--- src/hw/vbs_pkg.sv ---
// Package: register map, field layout, reset values and types of the block
package vbs_pkg;
    // Printed register indices; the AXI byte address is four times the index
    localparam logic [19:0] VBS_IDX_VERT = 20'h1ffea;
    localparam logic [19:0] VBS_IDX_MOD = 20'h1ffeb;
    localparam logic [19:0] VBS_IDX_S1_LO = 20'h1ffec;
    localparam logic [19:0] VBS_IDX_S1_HI = 20'h1ffed;
    localparam logic [19:0] VBS_IDX_S2_LO = 20'h1ffee;
    localparam logic [19:0] VBS_IDX_S2_HI = 20'h1ffef;
    localparam logic [19:0] VBS_IDX_S1_B16 = 20'h1fff0;
    // Block control, timing and interrupt registers
    localparam logic [19:0] VBS_IDX_CTRL = 20'h1fff8;
    localparam logic [19:0] VBS_IDX_LINES = 20'h1fff9;
    localparam logic [19:0] VBS_IDX_LCLK = 20'h1fffa;
    localparam logic [19:0] VBS_IDX_ISTAT = 20'h1fffb;
    localparam logic [19:0] VBS_IDX_IMASK = 20'h1fffc;
    // Field positions
    localparam int VBS_VERT_STAT_BIT = 7;
    localparam int VBS_CTRL_EN_BIT = 0;
    localparam int VBS_CTRL_ROT_BIT = 1;
    localparam int VBS_CTRL_PASSIVE_BIT = 2;
    localparam int VBS_IRQ_FRAME_BIT = 0;
    localparam int VBS_IRQ_BLANK_BIT = 1;
    // Reset values
    localparam logic [5:0] VBS_RST_VERT = 6'h00;
    localparam logic [5:0] VBS_RST_MOD = 6'h00;
    localparam logic [7:0] VBS_RST_BYTE = 8'h00;
    localparam logic [2:0] VBS_RST_CTRL = 3'h0;
    localparam logic [9:0] VBS_RST_LINES = 10'h0f0;
    localparam logic [15:0] VBS_RST_LCLK = 16'h0100;
    localparam logic [1:0] VBS_RST_IRQ = 2'h0;
    // AXI responses
    localparam logic [1:0] VBS_RESP_OKAY = 2'h0;
    localparam logic [1:0] VBS_RESP_SLVERR = 2'h2;

    // Vertical state, one-hot
    typedef enum logic [1:0] {
        VBS_ACTIVE = 2'b01,
        VBS_BLANK = 2'b10
    } vbs_vstate_t;

    // Strobes and levels towards the panel
    typedef struct packed {
        logic frame_pulse;
        logic line_pulse;
        logic ac_mod;
        logic vblank;
    } vbs_panel_t;

    // Frame-sampled start addresses towards the fetch logic
    typedef struct packed {
        logic [16:0] s1_addr;
        logic s1_byte_mode;
        logic [15:0] s2_addr;
        logic s2_enable;
    } vbs_addr_t;
endpackage

--- src/hw/vbs_timing.sv ---
// Vertical blank timing, AC modulation and start address registers
//
// Operation
// - Vertical register top bit reads one during vertical blank, else zero.
// - Rate zero: AC modulation output inverts on every frame pulse.
// - Nonzero rate N: AC modulation output inverts every N+1 line pulses.
// - Modulation only works for passive panels; held low for active-matrix.
// - Screen one start address is sixteen bits in a low and high byte.
// - Landscape: screen one start address is a word address.
// - Rotated: screen one start address is a byte address.
// - Rotated: a separate register supplies start address bit sixteen.
// - The extra start address bit is ignored in landscape orientation.
// - Screen two start address is used in landscape only, ignored rotated.
`timescale 1ns/1ps
`default_nettype none
module vbs_timing
    import vbs_pkg::*;
(
    // Clock and reset
    input wire logic aclk,
    input wire logic aresetn,
    // AXI4-Lite write address and data
    input wire logic [31:0] s_axi_awaddr,
    input wire logic s_axi_awvalid,
    output logic s_axi_awready,
    input wire logic [31:0] s_axi_wdata,
    input wire logic [3:0] s_axi_wstrb,
    input wire logic s_axi_wvalid,
    output logic s_axi_wready,
    // AXI4-Lite write response
    output logic [1:0] s_axi_bresp,
    output logic s_axi_bvalid,
    input wire logic s_axi_bready,
    // AXI4-Lite read
    input wire logic [31:0] s_axi_araddr,
    input wire logic s_axi_arvalid,
    output logic s_axi_arready,
    output logic [31:0] s_axi_rdata,
    output logic [1:0] s_axi_rresp,
    output logic s_axi_rvalid,
    input wire logic s_axi_rready,
    // Panel side and fetch side
    output var vbs_panel_t panel,
    output var vbs_addr_t start_addr,
    // Interrupt
    output logic irq
);
    // Register file
    logic [5:0] vblank_period_reg;
    logic [5:0] ac_toggle_interval_reg;
    logic [7:0] s1_low_reg;
    logic [7:0] s1_high_reg;
    logic s1_bit16_reg;
    logic [7:0] s2_low_reg;
    logic [7:0] s2_high_reg;
    logic [2:0] ctrl_reg;
    logic [9:0] active_lines_reg;
    logic [15:0] line_clocks_reg;
    logic [1:0] irq_stat_reg;
    logic [1:0] irq_mask_reg;
    // Bus state
    logic aw_got_reg, w_got_reg;
    logic [31:0] awaddr_reg, wdata_reg;
    logic wstrb0_reg;
    logic wr_fire, rd_fire;
    logic [19:0] wr_idx, rd_idx;
    logic wr_hit, rd_hit;
    logic [31:0] rd_data;
    // Timing state
    vbs_vstate_t vstate_reg, vstate_next;
    logic [15:0] pix_cnt_reg;
    logic [10:0] line_cnt_reg, line_next;
    logic [10:0] total_lines;
    logic [15:0] pix_last;
    logic line_tick, frame_tick, blank_entry;
    logic [5:0] mod_cnt_reg;
    logic frame_pulse_reg, line_pulse_reg, ac_mod_reg, vblank_reg;
    logic [1:0] irq_events, irq_stat_next;
    logic en, rot, passive;

    assign en = ctrl_reg[VBS_CTRL_EN_BIT];
    assign rot = ctrl_reg[VBS_CTRL_ROT_BIT];
    assign passive = ctrl_reg[VBS_CTRL_PASSIVE_BIT];

    // Register index from byte address; misaligned addresses never hit
    assign wr_idx = awaddr_reg[21:2];
    assign rd_idx = s_axi_araddr[21:2];
    assign wr_fire = aw_got_reg && w_got_reg && !s_axi_bvalid;
    assign rd_fire = s_axi_arvalid && s_axi_arready;

    // Write channel capture: address and data accepted in either order
    always_ff @(posedge aclk) begin
        if (!aresetn) begin
            aw_got_reg <= 1'b0;
            w_got_reg <= 1'b0;
            awaddr_reg <= 32'h0000_0000;
            wdata_reg <= 32'h0000_0000;
            wstrb0_reg <= 1'b0;
            s_axi_awready <= 1'b1;
            s_axi_wready <= 1'b1;
            s_axi_bvalid <= 1'b0;
            s_axi_bresp <= VBS_RESP_OKAY;
        end else begin
            if (s_axi_awvalid && s_axi_awready) begin
                aw_got_reg <= 1'b1;
                awaddr_reg <= s_axi_awaddr;
                s_axi_awready <= 1'b0;
            end
            if (s_axi_wvalid && s_axi_wready) begin
                w_got_reg <= 1'b1;
                wdata_reg <= s_axi_wdata;
                wstrb0_reg <= s_axi_wstrb[0];
                s_axi_wready <= 1'b0;
            end
            if (wr_fire) begin
                s_axi_bvalid <= 1'b1;
                s_axi_bresp <= wr_hit ? VBS_RESP_OKAY : VBS_RESP_SLVERR;
            end
            if (s_axi_bvalid && s_axi_bready) begin
                s_axi_bvalid <= 1'b0;
                aw_got_reg <= 1'b0;
                w_got_reg <= 1'b0;
                s_axi_awready <= 1'b1;
                s_axi_wready <= 1'b1;
            end
        end
    end

    // Address decode of the writable map
    always_comb begin
        wr_hit = (awaddr_reg[1:0] == 2'h0) && (awaddr_reg[31:22] == 10'h000);
        case (wr_idx)
            VBS_IDX_VERT, VBS_IDX_MOD, VBS_IDX_S1_LO, VBS_IDX_S1_HI,
            VBS_IDX_S2_LO, VBS_IDX_S2_HI, VBS_IDX_S1_B16, VBS_IDX_CTRL,
            VBS_IDX_LINES, VBS_IDX_LCLK, VBS_IDX_ISTAT,
            VBS_IDX_IMASK: ;
            default: wr_hit = 1'b0;
        endcase
    end

    // Register writes gated by the lane zero strobe alone; line count and line length also store lane one data
    always_ff @(posedge aclk) begin
        if (!aresetn) begin
            vblank_period_reg <= VBS_RST_VERT;
            ac_toggle_interval_reg <= VBS_RST_MOD;
            s1_low_reg <= VBS_RST_BYTE;
            s1_high_reg <= VBS_RST_BYTE;
            s1_bit16_reg <= 1'b0;
            s2_low_reg <= VBS_RST_BYTE;
            s2_high_reg <= VBS_RST_BYTE;
            ctrl_reg <= VBS_RST_CTRL;
            active_lines_reg <= VBS_RST_LINES;
            line_clocks_reg <= VBS_RST_LCLK;
            irq_mask_reg <= VBS_RST_IRQ;
        end else if (wr_fire && wr_hit && wstrb0_reg) begin
            case (wr_idx)
                // Status and unused bit are dropped on write
                VBS_IDX_VERT: vblank_period_reg <= wdata_reg[5:0];
                VBS_IDX_MOD: ac_toggle_interval_reg <= wdata_reg[5:0];
                VBS_IDX_S1_LO: s1_low_reg <= wdata_reg[7:0];
                VBS_IDX_S1_HI: s1_high_reg <= wdata_reg[7:0];
                VBS_IDX_S2_LO: s2_low_reg <= wdata_reg[7:0];
                VBS_IDX_S2_HI: s2_high_reg <= wdata_reg[7:0];
                VBS_IDX_S1_B16: s1_bit16_reg <= wdata_reg[0];
                VBS_IDX_CTRL: ctrl_reg <= wdata_reg[2:0];
                VBS_IDX_LINES: active_lines_reg <= wdata_reg[9:0];
                VBS_IDX_LCLK: line_clocks_reg <= wdata_reg[15:0];
                VBS_IDX_IMASK: irq_mask_reg <= wdata_reg[1:0];
                default: ;
            endcase
        end
    end

    // Read mux; unmapped or misaligned answers SLVERR with zero data
    always_comb begin
        rd_hit = (s_axi_araddr[1:0] == 2'h0) &&
                 (s_axi_araddr[31:22] == 10'h000);
        rd_data = 32'h0000_0000;
        case (rd_idx)
            VBS_IDX_VERT: begin
                rd_data[5:0] = vblank_period_reg;
                rd_data[VBS_VERT_STAT_BIT] = panel.vblank;
            end
            VBS_IDX_MOD: rd_data[5:0] = ac_toggle_interval_reg;
            VBS_IDX_S1_LO: rd_data[7:0] = s1_low_reg;
            VBS_IDX_S1_HI: rd_data[7:0] = s1_high_reg;
            VBS_IDX_S2_LO: rd_data[7:0] = s2_low_reg;
            VBS_IDX_S2_HI: rd_data[7:0] = s2_high_reg;
            VBS_IDX_S1_B16: rd_data[0] = s1_bit16_reg;
            VBS_IDX_CTRL: rd_data[2:0] = ctrl_reg;
            VBS_IDX_LINES: rd_data[9:0] = active_lines_reg;
            VBS_IDX_LCLK: rd_data[15:0] = line_clocks_reg;
            VBS_IDX_ISTAT: rd_data[1:0] = irq_stat_reg;
            VBS_IDX_IMASK: rd_data[1:0] = irq_mask_reg;
            default: rd_hit = 1'b0;
        endcase
        if (!rd_hit) begin
            rd_data = 32'h0000_0000;
        end
    end

    // Read channel: answer one cycle after the address is taken
    always_ff @(posedge aclk) begin
        if (!aresetn) begin
            s_axi_arready <= 1'b1;
            s_axi_rvalid <= 1'b0;
            s_axi_rdata <= 32'h0000_0000;
            s_axi_rresp <= VBS_RESP_OKAY;
        end else if (rd_fire) begin
            s_axi_arready <= 1'b0;
            s_axi_rvalid <= 1'b1;
            s_axi_rdata <= rd_data;
            s_axi_rresp <= rd_hit ? VBS_RESP_OKAY : VBS_RESP_SLVERR;
        end else if (s_axi_rvalid && s_axi_rready) begin
            s_axi_rvalid <= 1'b0;
            s_axi_arready <= 1'b1;
        end
    end

    // Line and frame ticks; a zero line length behaves as one clock
    assign pix_last = (line_clocks_reg == 16'h0000) ? 16'h0000 :
                      line_clocks_reg - 16'h0001;
    assign total_lines = {1'b0, active_lines_reg} + {5'h00, vblank_period_reg};
    assign line_tick = en && (pix_cnt_reg >= pix_last);
    assign frame_tick = line_tick && (line_cnt_reg + 11'h001 >= total_lines);
    assign line_next = frame_tick ? 11'h000 : line_cnt_reg + 11'h001;

    // Blank covers exactly the lines past the active count, no offset
    always_comb begin
        vstate_next = vstate_reg;
        if (line_tick) begin
            vstate_next = (line_next >= {1'b0, active_lines_reg}) ?
                          VBS_BLANK : VBS_ACTIVE;
        end
        case (vstate_reg)
            VBS_ACTIVE: blank_entry = line_tick && (vstate_next == VBS_BLANK);
            VBS_BLANK: blank_entry = 1'b0;
            default: blank_entry = 1'b0;
        endcase
    end

    // Pixel, line and vertical state counters; parked while disabled
    always_ff @(posedge aclk) begin
        if (!aresetn || !en) begin
            pix_cnt_reg <= 16'h0000;
            line_cnt_reg <= 11'h000;
            vstate_reg <= VBS_ACTIVE;
        end else begin
            pix_cnt_reg <= line_tick ? 16'h0000 : pix_cnt_reg + 16'h0001;
            if (line_tick) begin
                line_cnt_reg <= line_next;
            end
            vstate_reg <= vstate_next;
        end
    end

    // Panel strobes and status flag, all registered
    always_ff @(posedge aclk) begin
        if (!aresetn) begin
            frame_pulse_reg <= 1'b0;
            line_pulse_reg <= 1'b0;
            vblank_reg <= 1'b0;
        end else begin
            frame_pulse_reg <= frame_tick;
            line_pulse_reg <= line_tick;
            vblank_reg <= en && (vstate_next == VBS_BLANK);
        end
    end
    // One flop per field, so the bundle has a single driver
    assign panel = {frame_pulse_reg, line_pulse_reg, ac_mod_reg, vblank_reg};

    // AC modulation; rate is compared live, so a change applies to the running count
    always_ff @(posedge aclk) begin
        if (!aresetn || !passive) begin
            ac_mod_reg <= 1'b0;
            mod_cnt_reg <= 6'h00;
        end else if (ac_toggle_interval_reg == 6'h00) begin
            mod_cnt_reg <= 6'h00;
            if (frame_tick) begin
                ac_mod_reg <= !ac_mod_reg;
            end
        end else if (line_tick) begin
            if (mod_cnt_reg >= ac_toggle_interval_reg) begin
                mod_cnt_reg <= 6'h00;
                ac_mod_reg <= !ac_mod_reg;
            end else begin
                mod_cnt_reg <= mod_cnt_reg + 6'h01;
            end
        end
    end

    // Start addresses follow the registers while disabled and are sampled at frame start while enabled, to avoid mid-frame tearing
    always_ff @(posedge aclk) begin
        if (!aresetn) begin
            start_addr <= '0;
        end else if (frame_tick || !en) begin
            // Bit sixteen only counts in rotated byte addressing
            start_addr.s1_addr <= {rot & s1_bit16_reg,
                                   s1_high_reg, s1_low_reg};
            start_addr.s1_byte_mode <= rot;
            start_addr.s2_addr <= {s2_high_reg, s2_low_reg};
            start_addr.s2_enable <= !rot;
        end
    end

    // Sticky events, cleared by a status read; a new event wins the clear
    assign irq_events[VBS_IRQ_FRAME_BIT] = frame_tick;
    assign irq_events[VBS_IRQ_BLANK_BIT] = blank_entry;
    assign irq_stat_next = ((rd_fire && rd_hit && rd_idx == VBS_IDX_ISTAT) ?
                            2'h0 : irq_stat_reg) | irq_events;

    // Interrupt status and level output
    always_ff @(posedge aclk) begin
        if (!aresetn) begin
            irq_stat_reg <= VBS_RST_IRQ;
            irq <= 1'b0;
        end else begin
            irq_stat_reg <= irq_stat_next;
            irq <= |(irq_stat_next & irq_mask_reg);
        end
    end
endmodule // vbs_timing
`default_nettype wire

--- config.mk ---
export PLATFORM = sky130hd
export DESIGN_NAME = vbs_timing
export DESIGN_NICKNAME = d
export VERILOG_FILES = /design/src/hw/vbs_pkg.sv /design/src/hw/vbs_timing.sv
export SDC_FILE = /design/constraint.sdc
export NUM_CORES = 1
export LEC_CHECK = 0
export BUFFER_PORTS_ARGS = -buffer_cell sky130_fd_sc_hd__buf_2
export CAP_MARGIN = 20
export CORE_ASPECT_RATIO = 2
export CORE_MARGIN = 4
export CORE_UTILIZATION = 57
export DETAILED_ROUTE_END_ITERATION = 8
export GPL_TIMING_DRIVEN = 0
export PLACE_DENSITY = 0.81
export SETUP_SLACK_MARGIN = 0.2
export SYNTH_ARGS = -nofsm -noshare
export SYNTH_HDL_FRONTEND = slang
export SYNTH_SLANG_ARGS = --single-unit
--- constraint.sdc ---
create_clock -name aclk -period 7 [get_ports aclk]
set_input_delay 1.4 -clock aclk [delete_from_list [all_inputs] [get_ports aclk]]
set_output_delay 1.4 -clock aclk [all_outputs]
set_load 0.01 [all_outputs]
==> metrics.yaml, run 1 <==
routing:
  ant_nets: 0
  drt-pass1-iter-count: 5
  detail_route.wl_per_cell_um: 19.0
  first_iter_violations: 504
  drc: 0
  vias: 10300
  drt-total-wl_um: 34000
  routed_via_density: 5.74
outcome:
  outcome: "complete, no violations"
power_and_ir_drop:
  cellPowerDensity_nw_per_um2: 201
  power.switching_w: 0.000622
  p_int_w: 0.00202
  swShare_pct: 23.6
  combPwrFrac_pct: 5.8
  leakage_nw: 5.49
  pwr-share-clk_pct: 43.9
  irDropWorstVdd_v: 0.000182
  seqPwrFrac_pct: 50.3
flow_run:
  maxCapViolCount: 0
worst_setup_path:
  r2r-end: "irq$_SDFF_PN0_"
  slowest_delay_ns: 0.65
  startpoint_type: "flip-flop"
  path_delay_family: "simple AND/OR/NAND/NOR gates"
  rr_worst_depth: 22
  cp_num_buf_inv: 2
  rr_startpoint: "line_clocks_reg[7]$_SDFFE_PN0P_"
  cp.required_ns: 7.41
  worstPathMaxFanout: 10
  crit_slowest_cell: "or4_1"
  critPathKind: "reg -> reg"
  cp-startpoint: "line_clocks_reg[7]$_SDFFE_PN0P_"
  end_kind: "flip-flop"
  path_cells: "clkbuf_1 > or4_1 > nor4_1 > nor2b_1 > nand4b_1 > and2_1 > ha_1 > nand2b_1 > a2111o_1 > a311oi_4 > and2_1 > clkbuf_1 > nor3_2 > or2_2 > ha_1 > nand2b_1 > a31oi_1 > or3_1 > a21oi_1 > a211oi_2 > nor4_2 > a221o_1"
  cp.arrival_ns: 6.93
  ff2ff_setup_slack_ns: 0.48
timing:
  slew_violations: 0
  tns_ns: 0
  rsz0062_at_grt: "no"
  slew_headroom_pct: 42.5
  finalHoldViolations: 0
  fmax_mhz: 153
  hold_ws_ns: 0.457
  layout_min_cycle_time_ns: 6.52
  skew_ns: 0.0165
  finalSetupViolations: 0
  worst_pin_slew_ns: 0.862
  timing.final.crit_share_pct: 93.1
final_layout:
  largest_reg_flops: 35
  fin_nets: 1683
  antenna_cells: 0
  drive_above_1_share_pct: 14.7
  area.growth.synth_to_final_pct: 16.3
clock_tree:
  cts.sink_count: 227
  insertion_delay_ns: 0.52
  path_clk_slew_ns: 0.07
  post_cts_buffers: 0
  cts_tree: "done"
  clockBufferDepth: 3
  root_buffer: "clkbuf_16"
  h-tree-depth: 1
  cts-buffers-inserted: 21
synth:
  ys_warn_count: 0
  synthTopCellsByCount: "nand2_1, dfxtp_1, nand3_1"
  post-synth-top-area-cell: "dfxtp_1"
  synth-edff-count: 0
  ys_types: 65
  synthesis.area_um2: 11300
  synth_flop_cell: "dfxtp_1"
  syn_avg_cell_area_um2: 8.47
  yosysMostFrequentCell: "nand2_1"
  async_flop_share_pct: 0
  synth_area_leaders: "dfxtp_1, nand2_1, ha_1"
  ys_seq_area_share_pct: 40.2
  synth_seq_cells: 227
  post-synth-top-area-fraction_pct: 40.2
  synthCells: 1334
die:
  start_util_pct: 58.1
  rows: 72
  die_y_um: 207
  fp.coreArea_um2: 19500
  ios: 188
  die-area_um2: 22300
  fp.dieW_um: 108
global_route:
  antenna_found_initial: 0
  grt_pass1_vias: 10600
  track_usage_pct: 30.2
  gr-total-overflow: 0
  grt_max_degree: 18
  grt_pass1_wl_um: 53800
min_path:
  min_path_cells: 2
  hold_end: "start_addr[33]$_SDFFE_PN0P_"
  hp-class: "reg -> reg"
  hold_path.startpoint: "start_addr[33]$_SDFFE_PN0P_"
place:
  portBuffers: 147
  detailed_place_hpwl_um: 26400
  place.gp.congestion: 0.993
-- metrics by stage --
stage	total power, W	std cells	util [%]	setup WS (ns)	area (um2)
3_3_place_gp	0.00150	1757	63.9	0.108	12400
6_report	0.00264	1793	67.6	0.482	13100
2_1_floorplan	0.00144	1351	-	1.53	11400
5_1_grt	0.00271	1793	67.6	0.200	13100
3_5_place_dp	0.00151	1757	63.9	-0.0261	12400
4_1_cts	0.00265	1793	67.4	0.212	13100
-- how the worst max path moves through the flow --
stage / slack [ns] / cells after the start / endpoint
3_3_place_gp: 0.11 / 22 / irq$_SDFF_PN0_
4_1_cts: 0.21 / 22 / irq$_SDFF_PN0_
3_5_place_dp: -0.03 / 22 / irq$_SDFF_PN0_
5_1_grt: 0.20 / 22 / irq$_SDFF_PN0_
6_report: 0.48 / 22 / irq$_SDFF_PN0_
2_1_floorplan: 1.53 / 22 / irq$_SDFF_PN0_
-- power by group through the flow --
stage	clock, W	sequential, W	combinational, W
after floorplan	0	0.00135	0.0000881
after global placement	0	0.00135	0.000149
after detailed placement	0	0.00136	0.000151
after CTS	0.00117	0.00133	0.000153
after global routing	0.00122	0.00133	0.000169
final	0.00116	0.00133	0.000154
-- kinds of logic after synthesis --
family,count (synthesis),synth area share [%]
and+or+nand+nor,562,24.2
buffers and inverters,121,4.87
DFF,227,40.2
AOI/OAI and AO/OA,273,16.6
adders and majority gates,55,6.15
xor gates and xnor gates,46,3.56
muxes,49,4.34
other,1,0.0332
-- worst min-delay path, stage by stage, from the launching register on --
cell     delay [ns]
dfxtp_1        0.31
nand2_1        0.05
o21ai_0        0.06
-- final cells by class --
class,count,area [um2]
fill,1660,6310
multi-input combinational,1003,6310
sequential,227,4540
timing repair buffer,147,736
clock buffer,27,598
buffer,92,442
tap,259,324
inverter,29,109
clock inverter,9,88.8
-- layout by cell type (no fill, tap or decap), types with 9 or more instances in the layout --
cell type / n
nand3_1: 85
nand4_1: 13
nand2b_1: 10
a21boi_0: 74
conb_1: 18
nor4_1: 9
nor2_1: 51
nand2_1: 248
dfxtp_1: 227
a22o_1: 18
clkbuf_16: 21
and3_1: 14
ha_1: 54
o21ai_0: 69
xor2_1: 24
nor2b_1: 62
inv_1: 29
a22oi_1: 14
buf_2: 149
nor3_1: 16
mux2i_1: 49
a21boi_1: 9
and2_1: 14
xnor2_1: 22
clkbuf_1: 62
a21oi_1: 27
buf_4: 25
-- what timing repair did --
action,in CTS,in global routing
endpoints found under the setup margin,5,5
resized for setup,1,4
pin swaps,0,0
hold buffers,0,0
-- per-layer routing --
| metal | wire [um] | GRT usage (%) | vias up |
|---|---|---|---|
| met3 | 1630 | 4.24 | 133 |
| met4 | 2810 | 22.3 | 0 |
| met2 | 17800 | 55.4 | 349 |
| met5 | 0 | 0 | - |
| met1 | 11800 | 29.8 | 4813 |
| li1 | - | - | 4995 |
Power figures use the tool's default switching activity.
==> run 2, diff against run 1 <==
Settings changed: BUFFER_PORTS_ARGS -buffer_cell sky130_fd_sc_hd__buf_2 to -buffer_cell sky130_fd_sc_hd__clkbuf_2, CORE_UTILIZATION 57 to 50, PLACE_DENSITY 0.81 to 0.7.
==> run 2 against run 1 <==
Die area rose by 13%. Maximum frequency up 1.5%. Clock power grew 10%. Total power up 4.5%. Non-clock buffer count is the same. Clock-buffer cell count increased by 1. Critical endpoint unchanged.
==> metrics.yaml, run 2 (synthesized netlist as in run 1, its figures left out) <==
routing:
  routed_via_density: 5.62  # was 5.74
  vias: 10200  # was 10300
  drt-pass1-iter-count: 5  # unchanged
  ant_nets: 0  # unchanged
  detail_route.wl_per_cell_um: 18.9  # was 19.0 um
  first_iter_violations: 445  # was 504
  drc: 0  # unchanged
  drt-total-wl_um: 34300  # was 34000 um
timing:
  slew_headroom_pct: 40.5  # was 42.5%
  finalSetupViolations: 0  # unchanged
  layout_min_cycle_time_ns: 6.42  # was 6.52 ns
  rsz0062_at_grt: "no"  # unchanged
  setup_ws_ns: 0.579  # was 0.482 ns
  finalHoldViolations: 0  # unchanged
  timing.final.crit_share_pct: 91.7  # was 93.1%
  slew_violations: 0  # unchanged
  fmax_mhz: 156  # was 153 MHz
  worst_pin_slew_ns: 0.880  # was 0.862 ns
  skew_ns: 0.00926  # was 0.0165 ns
  tns_ns: 0  # unchanged
die:
  rows: 77  # was 72
  die-area_um2: 25200  # was 22300 um2
  start_util_pct: 51.0  # was 58.1%
  fp.coreArea_um2: 22200  # was 19500 um2
  ios: 188  # unchanged
  fp.dieW_um: 114  # was 108 um
  die_y_um: 221  # was 207 um
clock_tree:
  cts_tree: "done"  # unchanged
  post_cts_buffers: 0  # unchanged
  clockBufferDepth: 3  # unchanged
  cts-buffers-inserted: 21  # unchanged
  h-tree-depth: 1  # unchanged
  root_buffer: "clkbuf_16"  # unchanged
  path_clk_slew_ns: 0.07  # about the same
  cts.sink_count: 227  # unchanged
  postCtsHoldBufs: 0  # unchanged
  insertion_delay_ns: 0.52  # about the same
power_and_ir_drop:
  combPwrFrac_pct: 5.6  # was 5.8%
  pwr-share-clk_pct: 46.3  # was 43.9%
  power.switching_w: 0.000624  # was 0.000622 W
  leakage_nw: 5.50  # was 5.49 nW
  cellPowerDensity_nw_per_um2: 208  # was 201 nW/um2
  irDropWorstVdd_v: 0.000180  # was 0.000182 V
  p_int_w: 0.00213  # was 0.00202 W
  swShare_pct: 22.6  # was 23.6%
  seqPwrFrac_pct: 48.1  # was 50.3%
worst_setup_path:
  worstPathMaxFanout: 10  # unchanged
  crit_slowest_cell: "or4_1"  # unchanged
  slowest_delay_ns: 0.65  # about the same
  cp.arrival_ns: 6.81  # was 6.93 ns
  path_cells: "clkbuf_1 > or4_1 > nor4_1 > nor2b_1 > nand4b_1 > and2_1 > ha_1 > nand2b_1 > a2111o_1 > a311oi_4 > and2_1 > clkbuf_1 > nor3_2 > or2_2 > ha_1 > nand2b_1 > a31oi_1 > or3_1 > a21oi_1 > a211oi_2 > nor4_2 > a221o_1"  # unchanged
  cp.required_ns: 7.39  # was 7.41 ns
  cp.depth: 22  # unchanged
  critPathKind: "reg -> reg"  # unchanged
  rr_worst_depth: 22  # unchanged
  end_kind: "flip-flop"  # unchanged
  cp_num_buf_inv: 2  # unchanged
  startpoint_type: "flip-flop"  # unchanged
  path_delay_family: "simple AND/OR/NAND/NOR gates"  # unchanged
flow_run:
  maxCapViolCount: 0  # unchanged
final_layout:
  antenna_cells: 0  # unchanged
  multi_input_area_um2: 6310  # unchanged
  area.growth.synth_to_final_pct: 17.2  # was 16.3%
  drive_above_1_share_pct: 14.7  # unchanged
  fin_nets: 1683  # unchanged
  largest_reg_flops: 35  # unchanged
  fin_area_um2: 13200  # was 13100 um2
  seqCellArea_um2: 4540  # unchanged
  fin_cells: 1810  # was 1793
  layout_commonest_cell: "nand2_1"  # unchanged
  layout.filler_cells: 2088  # was 1660
  layout_common_cells: "nand2_1, dfxtp_1, clkbuf_2, nand3_1, a21boi_0"  # was nand2_1, dfxtp_1, buf_2, nand3_1, a21boi_0
min_path:
  min_path_cells: 2  # unchanged
  hp-class: "reg -> reg"  # unchanged
global_route:
  gr-total-overflow: 0  # unchanged
  grt_pass1_wl_um: 53900  # was 53800 um
  track_usage_pct: 27.1  # was 30.2%
  grt_max_degree: 16  # was 18
  antenna_found_initial: 0  # unchanged
  grt_pass1_vias: 10200  # was 10600
place:
  place.gp.congestion: 0.977  # was 0.993
  detailed_place_hpwl_um: 27300  # was 26400 um
  portBuffers: 147  # unchanged
  place_area_um2: 12400  # about the same
  place_ws_ns: -0.0408  # was -0.0261 ns
  dp.cells: 1774  # was 1757
outcome:
  outcome: "complete, no violations"  # unchanged
[run 2: changes by cell type in the layout (fill, tap and decap cells not counted)]
cell        before  now
clkinvlp_4       3    1
inv_6            2    1
clkinv_2         2    1
clkbuf_8         5    6
clkbuf_2         0  147
buf_2          149    2
bufinv_16        1    4
[run 2: what timing repair did]
item	in CTS	in global routing
cloned	0	0
endpoints found under the setup margin	4	2
resized for setup	2	3
[run 2: final cells by class]
type,count,share of cell area [%]
Multi-Input combinational cell,1003,47.6
Sequential cell,227,34.3
Timing Repair Buffer,147,5.55
Clock buffer,28,4.62
Buffer,92,3.33
Tap cell,276,2.61
Clock inverter,8,1.13
Inverter,29,0.822
[run 2: worst reg2reg max path, cell delays in order, from the launching register on]
cell      delay [ns]
dfxtp_1         0.30
clkbuf_1        0.25
or4_1           0.65
nor4_1          0.28
nor2b_1         0.22
nand4b_1        0.24
and2_1          0.25
ha_1            0.26
nand2b_1        0.14
a2111o_1        0.45
a311oi_4        0.51
and2_1          0.20
clkbuf_1        0.32
nor3_2          0.19
or2_2           0.32
ha_1            0.27
nand2b_1        0.14
a31oi_1         0.26
or3_1           0.16
a21oi_1         0.07
a211oi_2        0.37
nor4_2          0.11
a221o_1         0.35
[run 2: final timing paths]
check / from / endpoint / slack [ns]
worst max-delay path: line_clocks_reg[7]$_SDFFE_PN0P_ / irq$_SDFF_PN0_ / 0.58
worst min-delay path: awaddr_reg[7]$_SDFFE_PN0P_ / awaddr_reg[7]$_SDFFE_PN0P_ / 0.46
worst min register to register: awaddr_reg[7]$_SDFFE_PN0P_ / awaddr_reg[7]$_SDFFE_PN0P_ / 0.46
worst max register to register: line_clocks_reg[7]$_SDFFE_PN0P_ / irq$_SDFF_PN0_ / 0.58
[run 2: power groups by stage]
stage,Combinational (W),Sequential (W),Clock (W)
final,0.000153,0.00133,0.00128
after global routing,0.000169,0.00133,0.00134
after CTS,0.000153,0.00133,0.00129
after detailed placement,0.000153,0.00136,0
after global placement,0.000151,0.00136,0
after floorplan,0.0000881,0.00135,0
[run 2: through the flow]
step | util (%) | total power, W | hold WS [ns]
after floorplan | - | 0.00144 | 0.431
after detailed placement | 56.2 | 0.00151 | 0.448
after CTS | 59.7 | 0.00277 | 0.461
after global placement | 56.2 | 0.00151 | 0.446
after global routing | 59.8 | 0.00284 | 0.476
final | 59.8 | 0.00276 | 0.459
[run 2: metal layers]
metal	vias up	share of wire (%)	GRT usage (%)	wire length (um)
met4	0	7.1	17.2	2450
met2	316	54	52.2	18400
met5	-	0	0	0
met3	126	4.2	3.48	1460
met1	4752	35	26.5	12000
li1	4982	-	-	-
==> run 3, diff against run 2 <==
Settings changed: CORE_UTILIZATION 50 to 42, PLACE_DENSITY 0.7 to 0.6, REMOVE_ABC_BUFFERS set to 1.
==> run 3 against run 2 <==
Worst hold slack got worse by 0.0072 ns. Die area increased by 18%. Largest power group unchanged. Highest routed layer unchanged. Maximum frequency up 0.98%. Sequential cell count unchanged. Combinational power decreased by 17%. Register-to-register slack improved by 0.06 ns. Final area down 2.2%.
==> metrics.yaml, run 3 (synthesized netlist as in run 1, its figures left out) <==
clock_tree:
  path_clk_slew_ns: 0.07  # about the same
  clockBufferDepth: 3  # unchanged
  postCtsHoldBufs: 0  # unchanged
  root_buffer: "clkbuf_16"  # unchanged
  cts-buffers-inserted: 21  # unchanged
  cts_tree: "done"  # unchanged
  cts.sink_count: 227  # unchanged
  h-tree-depth: 1  # unchanged
  insertion_delay_ns: 0.53  # was 0.52 ns
place:
  detailed_place_hpwl_um: 24700  # was 27300 um
  portBuffers: 150  # was 147
  place.gp.congestion: 0.904  # was 0.977
  place_area_um2: 12200  # was 12400 um2
timing:
  worst_pin_slew_ns: 1.00  # was 0.880 ns
  fmax_mhz: 157  # was 156 MHz
  finalSetupViolations: 0  # unchanged
  timing.final.crit_share_pct: 90.8  # was 91.7%
  skew_ns: 0.0228  # was 0.00926 ns
  layout_min_cycle_time_ns: 6.36  # was 6.42 ns
  slew_headroom_pct: 33.1  # was 40.5%
  slew_violations: 0  # unchanged
  rsz0062_at_grt: "no"  # unchanged
  finalHoldViolations: 0  # unchanged
routing:
  drt-total-wl_um: 32100  # was 34300 um
  ant_nets: 0  # unchanged
  drt-pass1-iter-count: 6  # was 5
  routed_via_density: 5.35  # was 5.62
  vias: 9603  # was 10200
  first_iter_violations: 585  # was 445
  drc: 0  # unchanged
  detail_route.wl_per_cell_um: 17.9  # was 18.9 um
global_route:
  gr-total-overflow: 0  # unchanged
  antenna_found_initial: 0  # unchanged
  grt_pass1_wl_um: 50500  # was 53900 um
  gr-usage-met3_pct: 3.13  # was 3.48%
  globalRoute.busiestLayer: "met2"  # unchanged
  grt_pass1_vias: 9454  # was 10200
  track_usage_pct: 21.7  # was 27.1%
  use_met2_pct: 41.4  # was 52.2%
  gr-usage-met1_pct: 22.4  # was 26.5%
  grt_max_degree: 152  # was 16
final_layout:
  fin_nets: 1601  # was 1683
  fin_area_um2: 13000  # was 13200 um2
  drive_above_1_share_pct: 14.3  # was 14.7%
  post-route-util_pct: 49.1  # was 59.8%
  layout_commonest_cell: "nand2_1"  # unchanged
  layout_common_cells: "nand2_1, dfxtp_1, clkbuf_2, nand3_1, a21boi_0"  # unchanged
  area.growth.synth_to_final_pct: 14.6  # was 17.2%
  antenna_cells: 0  # unchanged
  largest_reg_flops: 35  # unchanged
worst_setup_path:
  end_kind: "flip-flop"  # unchanged
  critPathKind: "reg -> reg"  # unchanged
  startpoint_type: "flip-flop"  # unchanged
  cp.required_ns: 7.43  # was 7.39 ns
  rr_startpoint: "line_clocks_reg[7]$_SDFFE_PN0P_"  # unchanged
  worstPathMaxFanout: 17  # was 10
  cp-startpoint: "line_clocks_reg[7]$_SDFFE_PN0P_"  # unchanged
  cp.arrival_ns: 6.79  # was 6.81 ns
  crit_slowest_cell: "or4_1"  # unchanged
  slowest_delay_ns: 0.64  # was 0.65 ns
  path_cells: "or4_1 > nor4_1 > nor2b_1 > nand4b_1 > and2_1 > ha_1 > nand2b_1 > a2111o_1 > a311oi_4 > and2_2 > nor3_2 > or2_2 > ha_1 > nand2b_1 > a31oi_1 > or3_1 > a21oi_1 > a211oi_2 > nor4_2 > a221o_1"  # was clkbuf_1 > or4_1 > nor4_1 > nor2b_1 > nand4b_1 > and2_1 > ha_1 > nand2b_1 > a2111o_1 > a311oi_4 > and2_1 > clkbuf_1 > nor3_2 > or2_2 > ha_1 > nand2b_1 > a31oi_1 > or3_1 > a21oi_1 > a211oi_2 > nor4_2 > a221o_1
min_path:
  hp-class: "reg -> reg"  # unchanged
  hold_path.startpoint: "wdata_reg[10]$_SDFFE_PN0P_"  # was awaddr_reg[7]$_SDFFE_PN0P_
power_and_ir_drop:
  irDropWorstVdd_v: 0.000202  # was 0.000180 V
  cellPowerDensity_nw_per_um2: 202  # was 208 nW/um2
  leakage_nw: 5.32  # was 5.50 nW
die:
  fp.coreArea_um2: 26400  # was 22200 um2
  rows: 84  # was 77
  start_util_pct: 42.9  # was 51.0%
  ios: 188  # unchanged
  die-area_um2: 29800  # was 25200 um2
  die_y_um: 240  # was 221 um
  fp.dieW_um: 124  # was 114 um
outcome:
  outcome: "complete, no violations"  # unchanged
flow_run:
  maxCapViolCount: 0  # unchanged
-- run 3: cell types whose count changed in the layout (fill, tap and decap cells not counted), sizes merged --
| cell | previous run | this run |
|---|---|---|
| clkinv | 2 | 5 |
| clkbuf | 236 | 177 |
| buf | 31 | 7 |
| clkinvlp | 1 | 0 |
| bufinv | 4 | 2 |
-- run 3: worst paths after layout --
path	cells after the start	slack, ns	endpoint
setup reg to reg	20	0.64	irq$_SDFF_PN0_
hold reg to reg	2	0.45	line_clocks_reg[10]$_SDFFE_PN0P_
setup / recovery	20	0.64	irq$_SDFF_PN0_
hold / removal	2	0.45	line_clocks_reg[10]$_SDFFE_PN0P_
-- run 3: cell type report --
| class | instances | area (um2) |
|---|---|---|
| repair buffers | 157 | 887 |
| inverters | 29 | 109 |
| clock inverters | 8 | 101 |
| multi-input cells | 1003 | 6310 |
| well taps | 344 | 430 |
| fillers | 2619 | 13400 |
| flip-flops and latches | 227 | 4540 |
| clock buffers | 27 | 568 |
-- run 3: worst max-delay path: cells and delay by family, from the launching register on --
kind	cells	cell delay, ns
simple gates	12	3.65
compound gates	6	1.66
fa+ha+maj	2	0.53
flops	1	0.41
-- run 3: stage by stage --
| stage | hold WS [ns] | setup TNS [ns] | std cells | setup WS, ns | power, W |
|---|---|---|---|---|---|
| final | 0.452 | 0 | 1795 | 0.642 | 0.00262 |
| after global routing | 0.474 | 0 | 1795 | 0.230 | 0.00271 |
| after global placement | 0.447 | -20.93 | 1753 | -0.685 | 0.00149 |
| after floorplan | 0.431 | 0 | 1259 | 1.26 | 0.00141 |
| after detailed placement | 0.444 | -2.08 | 1756 | -0.752 | 0.00149 |
| after CTS | 0.455 | 0 | 1793 | 0.346 | 0.00264 |
-- run 3: per-layer routing --
metal	vias to the layer above	part of all wire (%)	wire, um
li1	4828	-	-
met1	4448	36	11400
met2	253	55	17600
met3	74	4.7	1520
met4	0	5.0	1590
met5	-	0	0
-- run 3: report_power, final --
group	switching, W	leakage, nW	internal [W]	total, W
registers	0.0000244	1.84	0.00131	0.00134
clock network	0.000505	0.331	0.000649	0.00115
logic	0.0000733	3.15	0.0000541	0.000127
-- run 3: timing repair --
action                     4_1_cts  5_1_grt
gates resized for setup          4        2
buffers inserted                 2        0
pin swaps                        1        0
setup endpoints to repair        5        4
